**config.mk**
```make
export PLATFORM = sky130hd
export DESIGN_NAME = next_page_transmit_register
export DESIGN_NICKNAME = d
export VERILOG_FILES = /design/src/np_pkg.sv /design/src/next_page_transmit_register.sv /design/src/np_word_latch.sv
export SDC_FILE = /design/constraint.sdc
export NUM_CORES = 1
export LEC_CHECK = 0
export BUFFER_PORTS_ARGS = -buffer_cell sky130_fd_sc_hd__buf_2
export CAP_MARGIN = 20
export CORE_UTILIZATION = 51
export DETAILED_ROUTE_END_ITERATION = 6
export GPL_TIMING_DRIVEN = 0
export HOLD_SLACK_MARGIN = 0.1
export MAX_ROUTING_LAYER = met4
export PLACE_DENSITY_LB_ADDON = 0.08
export SYNTH_ARGS = -nofsm -noshare
export SYNTH_HDL_FRONTEND = slang
export SYNTH_SLANG_ARGS = --single-unit
```
**constraint.sdc**
```tcl
create_clock -name sys_clk -period 1.7 [get_ports sys_clk]
set_clock_uncertainty 0.05 [all_clocks]
set_input_delay 0.085 -clock sys_clk [delete_from_list [all_inputs] [get_ports sys_clk]]
set_output_delay 0.085 -clock sys_clk [all_outputs]
set_load 0.03 [all_outputs]
```
**src/np_pkg.sv**
```systemverilog
// Overview of operation
// - The register holds the page sent to the link partner, at management address 0x07.
// - Bit 15 is a read/write request for another next page, reset to zero.
// - Bit 14 is reserved: writes to it are ignored and it always reads as zero.
// - Bit 12 is a read/write flag, reset to zero, set when the device will comply.
// - Bit 11 is a read-only toggle, reset to zero, the inverse of the last exchanged toggle.
// - Bits 10 to 0 are a read/write code field that resets to 000 0000 0001, the null page.
package page_pkg;

  localparam int unsigned MGMT_ADDR_W = 5;
  localparam int unsigned DATA_W      = 16;
  localparam int unsigned CODE_W      = 11;

  localparam logic [MGMT_ADDR_W-1:0] NPT_OFFSET = 5'h07;

  // reset values of the fields
  localparam logic              REQ_RESET    = 1'b0;
  localparam logic              SEL_RESET    = 1'b1;
  localparam logic              ACK_RESET    = 1'b0;
  localparam logic              TOGGLE_RESET = 1'b0;
  localparam logic              RSVD_VALUE   = 1'b0;
  localparam logic [CODE_W-1:0] CODE_NULL    = 11'h001;
  localparam logic [DATA_W-1:0] ZERO_WORD    = 16'h0000;

  // register image, bit 15 down to bit 0
  typedef struct packed {
    logic              more_pages_request;
    logic              reserved;
    logic              message_page_select;
    logic              comply_acknowledge;
    logic              toggle;
    logic [CODE_W-1:0] code;
  } page_word_t;

  // management port request, one cycle per strobe
  typedef struct packed {
    logic [MGMT_ADDR_W-1:0] addr;
    logic [DATA_W-1:0]      wdata;
    logic                   wr;
    logic                   rd;
  } mgmt_req_t;

endpackage

```
**src/next_page_transmit_register.sv**
```systemverilog
// Added by the designer: the address-and-strobe port.
`timescale 1ns/1ps

module next_page_transmit_register
  import page_pkg::*;
(
  // clock and reset
  input  wire logic              sys_clk,
  input  wire logic              arst_n,
  // management register port
  input  wire mgmt_req_t         mgmt,
  output logic [DATA_W-1:0]      rdata,
  // arbitration side, same clock domain
  input  wire logic              page_tx_start,
  input  wire logic              page_exchanged,
  input  wire logic              exchanged_toggle,
  // page contents toward the link code word
  output page_word_t             tx_word,
  output logic                   more_pages_request,
  output logic                   message_page_select,
  output logic                   comply_acknowledge
);

  typedef struct packed {
    logic              more_pages_request;
    logic              message_page_select;
    logic              comply_acknowledge;
    logic [CODE_W-1:0] code;
    logic [DATA_W-1:0] rdata;
  } ctrl_state_t;

  ctrl_state_t state;
  ctrl_state_t next_state;
  page_word_t  image;
  logic        toggle;
  logic        hit;

  ////////////////////////////////////////////////////////////////////////////
  assign hit = (mgmt.addr == NPT_OFFSET);

  always_comb
  begin
    image                     = '0;
    image.more_pages_request  = state.more_pages_request;
    image.reserved            = RSVD_VALUE;
    image.message_page_select = state.message_page_select;
    image.comply_acknowledge  = state.comply_acknowledge;
    image.toggle              = toggle;
    image.code                = state.code;
  end

  always_comb
  begin
    page_word_t wr_word;
    wr_word    = page_word_t'(mgmt.wdata);
    next_state = state;
    // answer stands for one cycle only, then returns to zero
    next_state.rdata = ZERO_WORD;
    if (mgmt.rd && hit)
    begin
      next_state.rdata = image;
    end
    else if (mgmt.rd)
    begin
      next_state.rdata = ZERO_WORD;
    end
    // reserved and toggle bits of the write data are dropped
    if (mgmt.wr && hit)
    begin
      next_state.more_pages_request  = wr_word.more_pages_request;
      next_state.message_page_select = wr_word.message_page_select;
      next_state.comply_acknowledge  = wr_word.comply_acknowledge;
      next_state.code                = wr_word.code;
    end
  end

  always_ff @(posedge sys_clk or negedge arst_n)
  begin
    if (!arst_n)
    begin
      state.more_pages_request  <= REQ_RESET;
      state.message_page_select <= SEL_RESET;
      state.comply_acknowledge  <= ACK_RESET;
      state.code                <= CODE_NULL;
      state.rdata               <= ZERO_WORD;
    end
    else
    begin
      state <= next_state;
    end
  end

  ////////////////////////////////////////////////////////////////////////////
  // toggle tracking and the snapshot of the word on the line
  page_word_latch u_latch (
    .sys_clk          (sys_clk),
    .arst_n           (arst_n),
    .page_image       (image),
    .tx_start         (page_tx_start),
    .exchanged        (page_exchanged),
    .exchanged_toggle (exchanged_toggle),
    .tx_word          (tx_word),
    .toggle           (toggle)
  );

  assign rdata               = state.rdata;
  assign more_pages_request  = state.more_pages_request;
  assign message_page_select = state.message_page_select;
  assign comply_acknowledge  = state.comply_acknowledge;

  ////////////////////////////////////////////////////////////////////////////
  // helper: no write has reached the register since reset
  logic untouched;

  always_ff @(posedge sys_clk or negedge arst_n)
  begin
    if (!arst_n)
    begin
      untouched <= 1'b1;
    end
    else if (mgmt.wr && hit)
    begin
      untouched <= 1'b0;
    end
  end
endmodule

```
**src/np_word_latch.sv**
```systemverilog
`timescale 1ns/1ps

module page_word_latch
  import page_pkg::*;
(
  // clock and reset
  input  wire logic       sys_clk,
  input  wire logic       arst_n,
  // software-owned fields, toggle slot ignored
  input  wire page_word_t page_image,
  // arbitration events
  input  wire logic       tx_start,
  input  wire logic       exchanged,
  input  wire logic       exchanged_toggle,
  // results
  output page_word_t      tx_word,
  output logic            toggle
);

  typedef struct packed {
    page_word_t word;
    logic       toggle;
  } latch_state_t;

  latch_state_t state;
  latch_state_t next_state;

  ////////////////////////////////////////////////////////////////////////////
  always_comb
  begin
    next_state = state;
    // snapshot so software edits mid-page never corrupt the word on the line
    if (tx_start)
    begin
      next_state.word          = page_image;
      next_state.word.reserved = RSVD_VALUE;
      next_state.word.toggle   = state.toggle;
    end
    if (exchanged)
    begin
      next_state.toggle = ~exchanged_toggle;
    end
  end

  always_ff @(posedge sys_clk or negedge arst_n)
  begin
    if (!arst_n)
    begin
      state             <= '0;
      state.word.toggle <= TOGGLE_RESET;
      state.toggle      <= TOGGLE_RESET;
    end
    else
    begin
      state <= next_state;
    end
  end

  assign tx_word = state.word;
  assign toggle  = state.toggle;
endmodule
```
# Word-level counts from Yosys, hierarchy flattened
# Cells that the tools add are included.
dict set report word_totals {
  in_bits 28
  word_cells 16
  reg_bits 46
}
dict set report classes {
  n_reduce_logical 2
  bitwise 1
  eq_ne 1
  muxes 1
}
# cell n
set ops {}
lappend ops {{$mux W16} 1}
lappend ops {{$eq A5 B3 Y1 const B} 1}
lappend ops {{$logic_and A1 B1 Y1} 2}
lappend ops {{$not A1 Y1} 1}

# Logic depth before layout (Yosys ltp)
# Gate-level depths: netlist of run 1.
dict set report depth {
  word_depth 3
  mapped_depth 4
  ltp_nobuf 3
}

# Hierarchy
# From an unflattened synthesis of run 1, not the netlist that was laid out.
dict set report hier_totals {
  cells_unflattened 105
  area_unflattened_um2 1720.4
}
# mod n_inst area_each_um2 cells_per_inst
set by_module_without_submodules {}
lappend by_module_without_submodules {next_page_transmit_register 1 1057.3 68}
lappend by_module_without_submodules {page_word_latch 1 663.1 37}

# Worst setup path after synthesis of run 1
# Ideal clock, no wire load.
dict set report synth_path {
  path_kind {input port to flip-flop}
  start {input mgmt[21] (netlist name)}
  end {register, netlist name comply_acknowledge}
  cell_stages 4
  arrival_time_ns 1.055
  n_path_buf 1
  required_time_ns 1.525
  slack_ns 0.471
  setup_time_ns 0.125
  cell_sequence {nand4b_4 > nor3b_4 > buf_6 > mux2_2}
}
dict set report synth_between {
  elab_chain_len 2
}
# item line_no
set synth_rtl {}
lappend synth_rtl {{start, declared} next_page_transmit_register.sv:11} ;# input wire mgmt_req_t mgmt,
lappend synth_rtl {{$eq A5 B3 Y1} next_page_transmit_register.sv:39} ;# assign hit = (mgmt.addr == NPT_OFFSET);
lappend synth_rtl {{$logic_and A1 B1 Y1} --}
# No other way between the ends.
# A chain may end at the register's enable or synchronous reset.

==> results of run 1 <==
[critical path, stage by stage]
cell	delay, ps
buf_2	120
dlygate4sd3_1	570
nor3b_2	370
clkbuf_1	380
and2_1	200
[worst paths after layout]
path	start	to	slack (ps)	cells after the start
worst max register to register	image[10]	image[10]	300	2
worst min-delay path	mgmt[0]	rdata[0]	140	3
max in group asynchronous	arst_n	rdata[15]	630	2
worst min register to register	image[8]	rdata[8]	460	1
min in group asynchronous	arst_n	rdata[5]	370	2
worst max-delay path	mgmt[22]	rdata[2]	220	5
[cell usage in the layout (no fill, tap or decap), drive strengths merged]
cell type / count
clkinv: 2
buf: 61
and2: 15
conb: 2
nand4b: 1
a21oi: 1
nor3b: 2
nor2: 1
mux2: 29
dfrtp: 43
clkbuf: 8
dlygate4sd3: 22
dfstp: 2
[flip-flops by register name, summed over array words and instances, names as in the netlist]
signal,flops
u_latch.tx_word,15
more_pages_request,1
comply_acknowledge,1
image,11
message_page_select,1
u_latch.toggle,1
rdata,15
[layer usage]
layer | track usage | wire length, um
met4 | 0.1088 | 72
met2 | 0.3344 | 1654
met1 | 0.2269 | 1263
met3 | 0.06332 | 140
met5 | - | 0
[metrics by stage]
stage	utilization	std cells	setup WS [ps]	area, um2	hold WS [ps]
global route	0.7378	233	136.8	2271	133.3
CTS	0.7378	233	212.4	2271	130.6
global placement	0.6496	203	220.4	1999	202.5
floorplan	-	102	470.5	1659	-260.6
finish	0.7378	233	215.5	2271	140.8
detailed placement	0.6496	203	203.1	1999	207.6
[power groups by stage]
| stage | clock [mW] | sequential [mW] | combinational (mW) |
|---|---|---|---|
| CTS | 0.494 | 1.30 | 0.583 |
| floorplan | 0 | 1.51 | 0.157 |
| detailed placement | 0 | 1.33 | 0.523 |
| finish | 0.477 | 1.30 | 0.583 |
| global placement | 0 | 1.32 | 0.514 |
| global route | 0.528 | 1.33 | 0.622 |
[cell families after synthesis]
kind of cell,synth area share
simple gates,0.09221
buf+inv,0.02343
compound gates,0.003021
mux,0.1973
flops,0.6818
other cells,0.002265
[cell type report]
class                   instances  share of cell area
clock buffers                   6             0.01818
well taps                      44             0.02424
flip-flops and latches         45              0.4970
repair buffers                 79              0.2226
clock inverters                 2            0.004408
multi-input cells              51              0.2165
plain buffers                   6             0.01708
==> impl_metrics.tcl, run 1 <==
set metrics [dict create \
    status "finished clean" \
    end_kind "flop" \
    multi_input_area_um2 491.7 \
    nFillCells 216 \
    clock.fmax_mhz 673.6 \
    gp_congestion 0.6966 \
    ys_seq_elements 45 \
    async_reset_ff_frac 1.000 \
    area_delta_synth_final_pct 37.19 \
    synth_top_cell_area_share 0.6500 \
    grt_pass1_vias 1078 \
    wl_per_cell_um 13.43 \
    clockRootBuffer "clkbuf_4" \
    worstSkewPairLatency_ps 350 \
    critPathArrivalTime_ps 1720 \
    yosysMostFrequentCell "dfrtp_1" \
    relSlewSlack 0.3518 \
    fin_setup_tns_ps 0 \
    vias 1089 \
    coreArea_um2 3078 \
    htreeDepth 2 \
    grt_usage 0.2058 \
    critPathKind "in -> reg" \
    post_cts_resize_count 0 \
    drv_slew 0 \
    numCtsBuffers 5 \
    grt_antenna_before_repair 0 \
    regArea_um2 1129 \
    p_sw_mw 0.7262 \
    overflow 0 \
    drc 0 \
    clock-sinks 45 \
    first_iter_violations 31 \
    post_cts_buffers 0 \
    p_total_mw 2.364 \
    hpwl_um 1896 \
    yosysWarnings 0 \
    hold_viol_final 0 \
    io_pins 63 \
    antenna_cells 0 \
    dr.pass1.iters 4 \
    yosys-top-cells-count "dfrtp_1, mux2_2, and2_1" \
    synth_ff_type "dfrtp_1" \
    fin_crit_ps 1484 \
    cts_tree "built" \
    drive_gt1_frac 0.5397 \
    p_per_area_nw_per_um2 1041 \
    die_area_um2 3477 \
    ys_seq_area_frac 0.6818 \
    core.rowCount 20 \
    portBuffers 57 \
    synth_area_per_cell_um2 16.39 \
    synth_cells 101 \
    via_per_inst 4.674 \
    crit_fanout 10 \
    vdd.ir_drop.worst_mv 0.6774 \
    synth_area_um2 1655 \
    dieHeight_um 58.97 \
    required_ps 1940 \
    p_sw_frac 0.3071 \
    synth-edff-count 0 \
    min_period_over_period 0.8732 \
    drt_wl_total_um 3130 \
    synth_area_leaders "dfrtp_1, mux2_2, and2_1, dfstp_2, nand4b_4" \
    postRouteAntennaNets 0 \
    p_leak_nw 1.209 \
    grt_pass1_wl_um 4864 \
    grt_setup_unrepaired "false" \
    finalNetCount 216 \
    clkTransAtPathRegs_ps 120 \
    intPower_mw 1.638 \
    grt_max_degree 46 \
    die_w_um 58.97 \
    tightest_slew_ps 972.3 \
    setup_violations 0 \
    ys_types 14 \
    crit_path_start_kind "input port" \
    holdBufCountCts 22 \
    clockPowerShare 0.202 \
    combinationalPowerShare 0.246 \
    initial_utilization 0.5378 \
    clk_path_buf_depth 2 \
    seqPwrFrac 0.552 \
    maxCapViolations 0 \
    hold_class "in -> reg" \
    yosys.area.top_type "dfrtp_1" \
]
Note: power is estimated with default switching activity, not from simulation.
==> inputs of run 2 (changes only) <==
Settings changed: CTS_BUF_LIST from default to sky130_fd_sc_hd__clkbuf_4 sky130_fd_sc_hd__clkbuf_8 sky130_fd_sc_hd__clkbuf_16, GPL_TIMING_DRIVEN 0 to 1.
Clock period 1.7 ns to 1.9 ns, I/O delays scaled along.
==> run 2 against run 1 <==
Against the previous run: via count fell by 2.5%; clock power rose by 24%; combinational power fell by 15%; setup slack improved by 290 ps; non-clock buffer count fell by 4; critical path type unchanged; critical endpoint is now image[6]; largest power group unchanged.
==> impl_metrics.tcl, run 2 (synthesized netlist as in run 1, its figures left out) <==
set metrics [dict create \
    grt_setup_unrepaired "false" \
    area_delta_synth_final_pct 37.41 \
    nFillCells 228 \
    p_per_area_nw_per_um2 991.1 \
    clockRootBuffer "clkbuf_4" \
    finalNetCount 212 \
    dr.pass1.iters 2 \
    grt_max_degree 23 \
    htreeDepth 2 \
    clock-sinks 45 \
    dieHeight_um 58.97 \
    p_total_mw 2.254 \
    crit_cells 5 \
    overflow 0 \
    drv_slew 0 \
    final_util 0.7390 \
    fin_setup_tns_ps 0 \
    vdd.ir_drop.worst_mv 0.6942 \
    end_kind "flop" \
    crit_fanout 14 \
    final_cell_mix "buf_2, dfrtp_1, mux2_2" \
    maxCapViolations 0 \
    die_area_um2 3477 \
    io_pins 63 \
    antenna_cells 0 \
    r2r-start "u_latch.toggle" \
    wl_met3_um 101 \
    postRouteAntennaNets 0 \
    cp_slowest_stage_delay_ps 540 \
    clk_path_buf_depth 2 \
    status "finished clean" \
    r2r_slack_ps 630 \
    grt_pass1_vias 1098 \
    p_leak_nw 1.204 \
    grt_usage 0.1940 \
    path_cells "dlygate4sd3_1 > buf_2 > nor3b_4 > buf_4 > mux2_2" \
    drive_gt1_frac 0.5622 \
    critical-path-slowest-cell "dlygate4sd3_1" \
    cts_tree "built" \
    critPathArrivalTime_ps 1570 \
    path_delay_family "buffers and inverters" \
    min_period_over_period 0.7333 \
    grt_pass1_wl_um 4726 \
    hold_viol_final 0 \
    crit_start "mgmt[22]" \
    first_iter_violations 28 \
    via_per_inst 4.638 \
    core.rowCount 20 \
    drc 0 \
    required_ps 2080 \
    reg2regPathDepth 3 \
    worstSkewPairLatency_ps 330 \
    critPathCapture "image[6]" \
    hold_class "in -> reg" \
    vias 1062 \
    coreArea_um2 3078 \
    clock.fmax_mhz 717.8 \
    final_common_cell "buf_2" \
    path_buf_inv 3 \
    wl_per_cell_um 12.36 \
    setup_violations 0 \
    die_w_um 58.97 \
    highest_layer "met4" \
    dr_wl_met2_um 1577 \
    clkTransAtPathRegs_ps 120 \
    wl_met1_um 1135 \
    gp_congestion 0.6981 \
    fin_crit_ps 1393 \
    initial_utilization 0.5378 \
    crit_path_start_kind "input port" \
    numCtsBuffers 5 \
    portBuffers 58 \
    drt_wl_total_um 2831 \
    grt_antenna_before_repair 0 \
    critPathKind "in -> reg" \
    reg2reg_to "u_latch.toggle" \
    hpwl_um 1918 \
]
-- run 2: what timing repair did --
| item | in CTS | in global routing |
|---|---|---|
| buffers inserted | 0 | 0 |
| endpoints found under the hold margin | 67 | 0 |
| gates resized for setup | 0 | 0 |
| hold buffers | 19 | 0 |
-- run 2: layout make-up --
cell class              instances  area, um2  area share
well taps                      44      55.05     0.02420
repair buffers                 81      510.5      0.2244
clock buffers                   6      51.30     0.02255
clock inverters                 2      37.54     0.01650
multi-input cells              51      491.7      0.2162
flip-flops and latches         45       1129      0.4961
-- run 2: routing by layer --
layer	vias to the layer above	track usage
li1	509	-
met1	520	0.2065
met2	31	0.3490
met3	2	0.03930
met4	0	0.08163
met5	-	-
-- run 2: how the worst min path moves through the flow --
stage                         end  slack (ps)    start  cells past startpoint
6_report                rdata[12]         180  mgmt[0]                      3
5_1_grt                 rdata[12]         170  mgmt[0]                      3
4_1_cts                 rdata[12]         170  mgmt[0]                      3
3_5_place_dp   u_latch.tx_word[5]        -130   arst_n                      1
3_3_place_gp   u_latch.tx_word[5]        -130   arst_n                      1
2_1_floorplan  comply_acknowledge        -250   arst_n                      0
-- run 2: power breakdown --
| group | internal [mW] | switching [mW] |
|---|---|---|
| clock network | 0.313 | 0.279 |
| logic | 0.209 | 0.285 |
| registers | 1.10 | 0.0724 |
| total | 1.62 | 0.637 |
-- run 2: stage by stage --
| stage | hold WS, ps | instances | setup slack [ps] | cell area, um2 |
|---|---|---|---|---|
| 2_1_floorplan | -250.6 | 102 | 660.5 | 1659 |
| 3_3_place_gp | -128.2 | 202 | 552.8 | 1996 |
| 3_5_place_dp | -125.9 | 202 | 531.3 | 1996 |
| 4_1_cts | 165.9 | 229 | 528.7 | 2275 |
| 5_1_grt | 173.1 | 229 | 478.3 | 2275 |
| 6_report | 181.5 | 229 | 506.8 | 2275 |
-- run 2: worst min-delay path: stages --
cell and delay [ps]:
buf_2 90, nor3b_2 190, and2_1 160
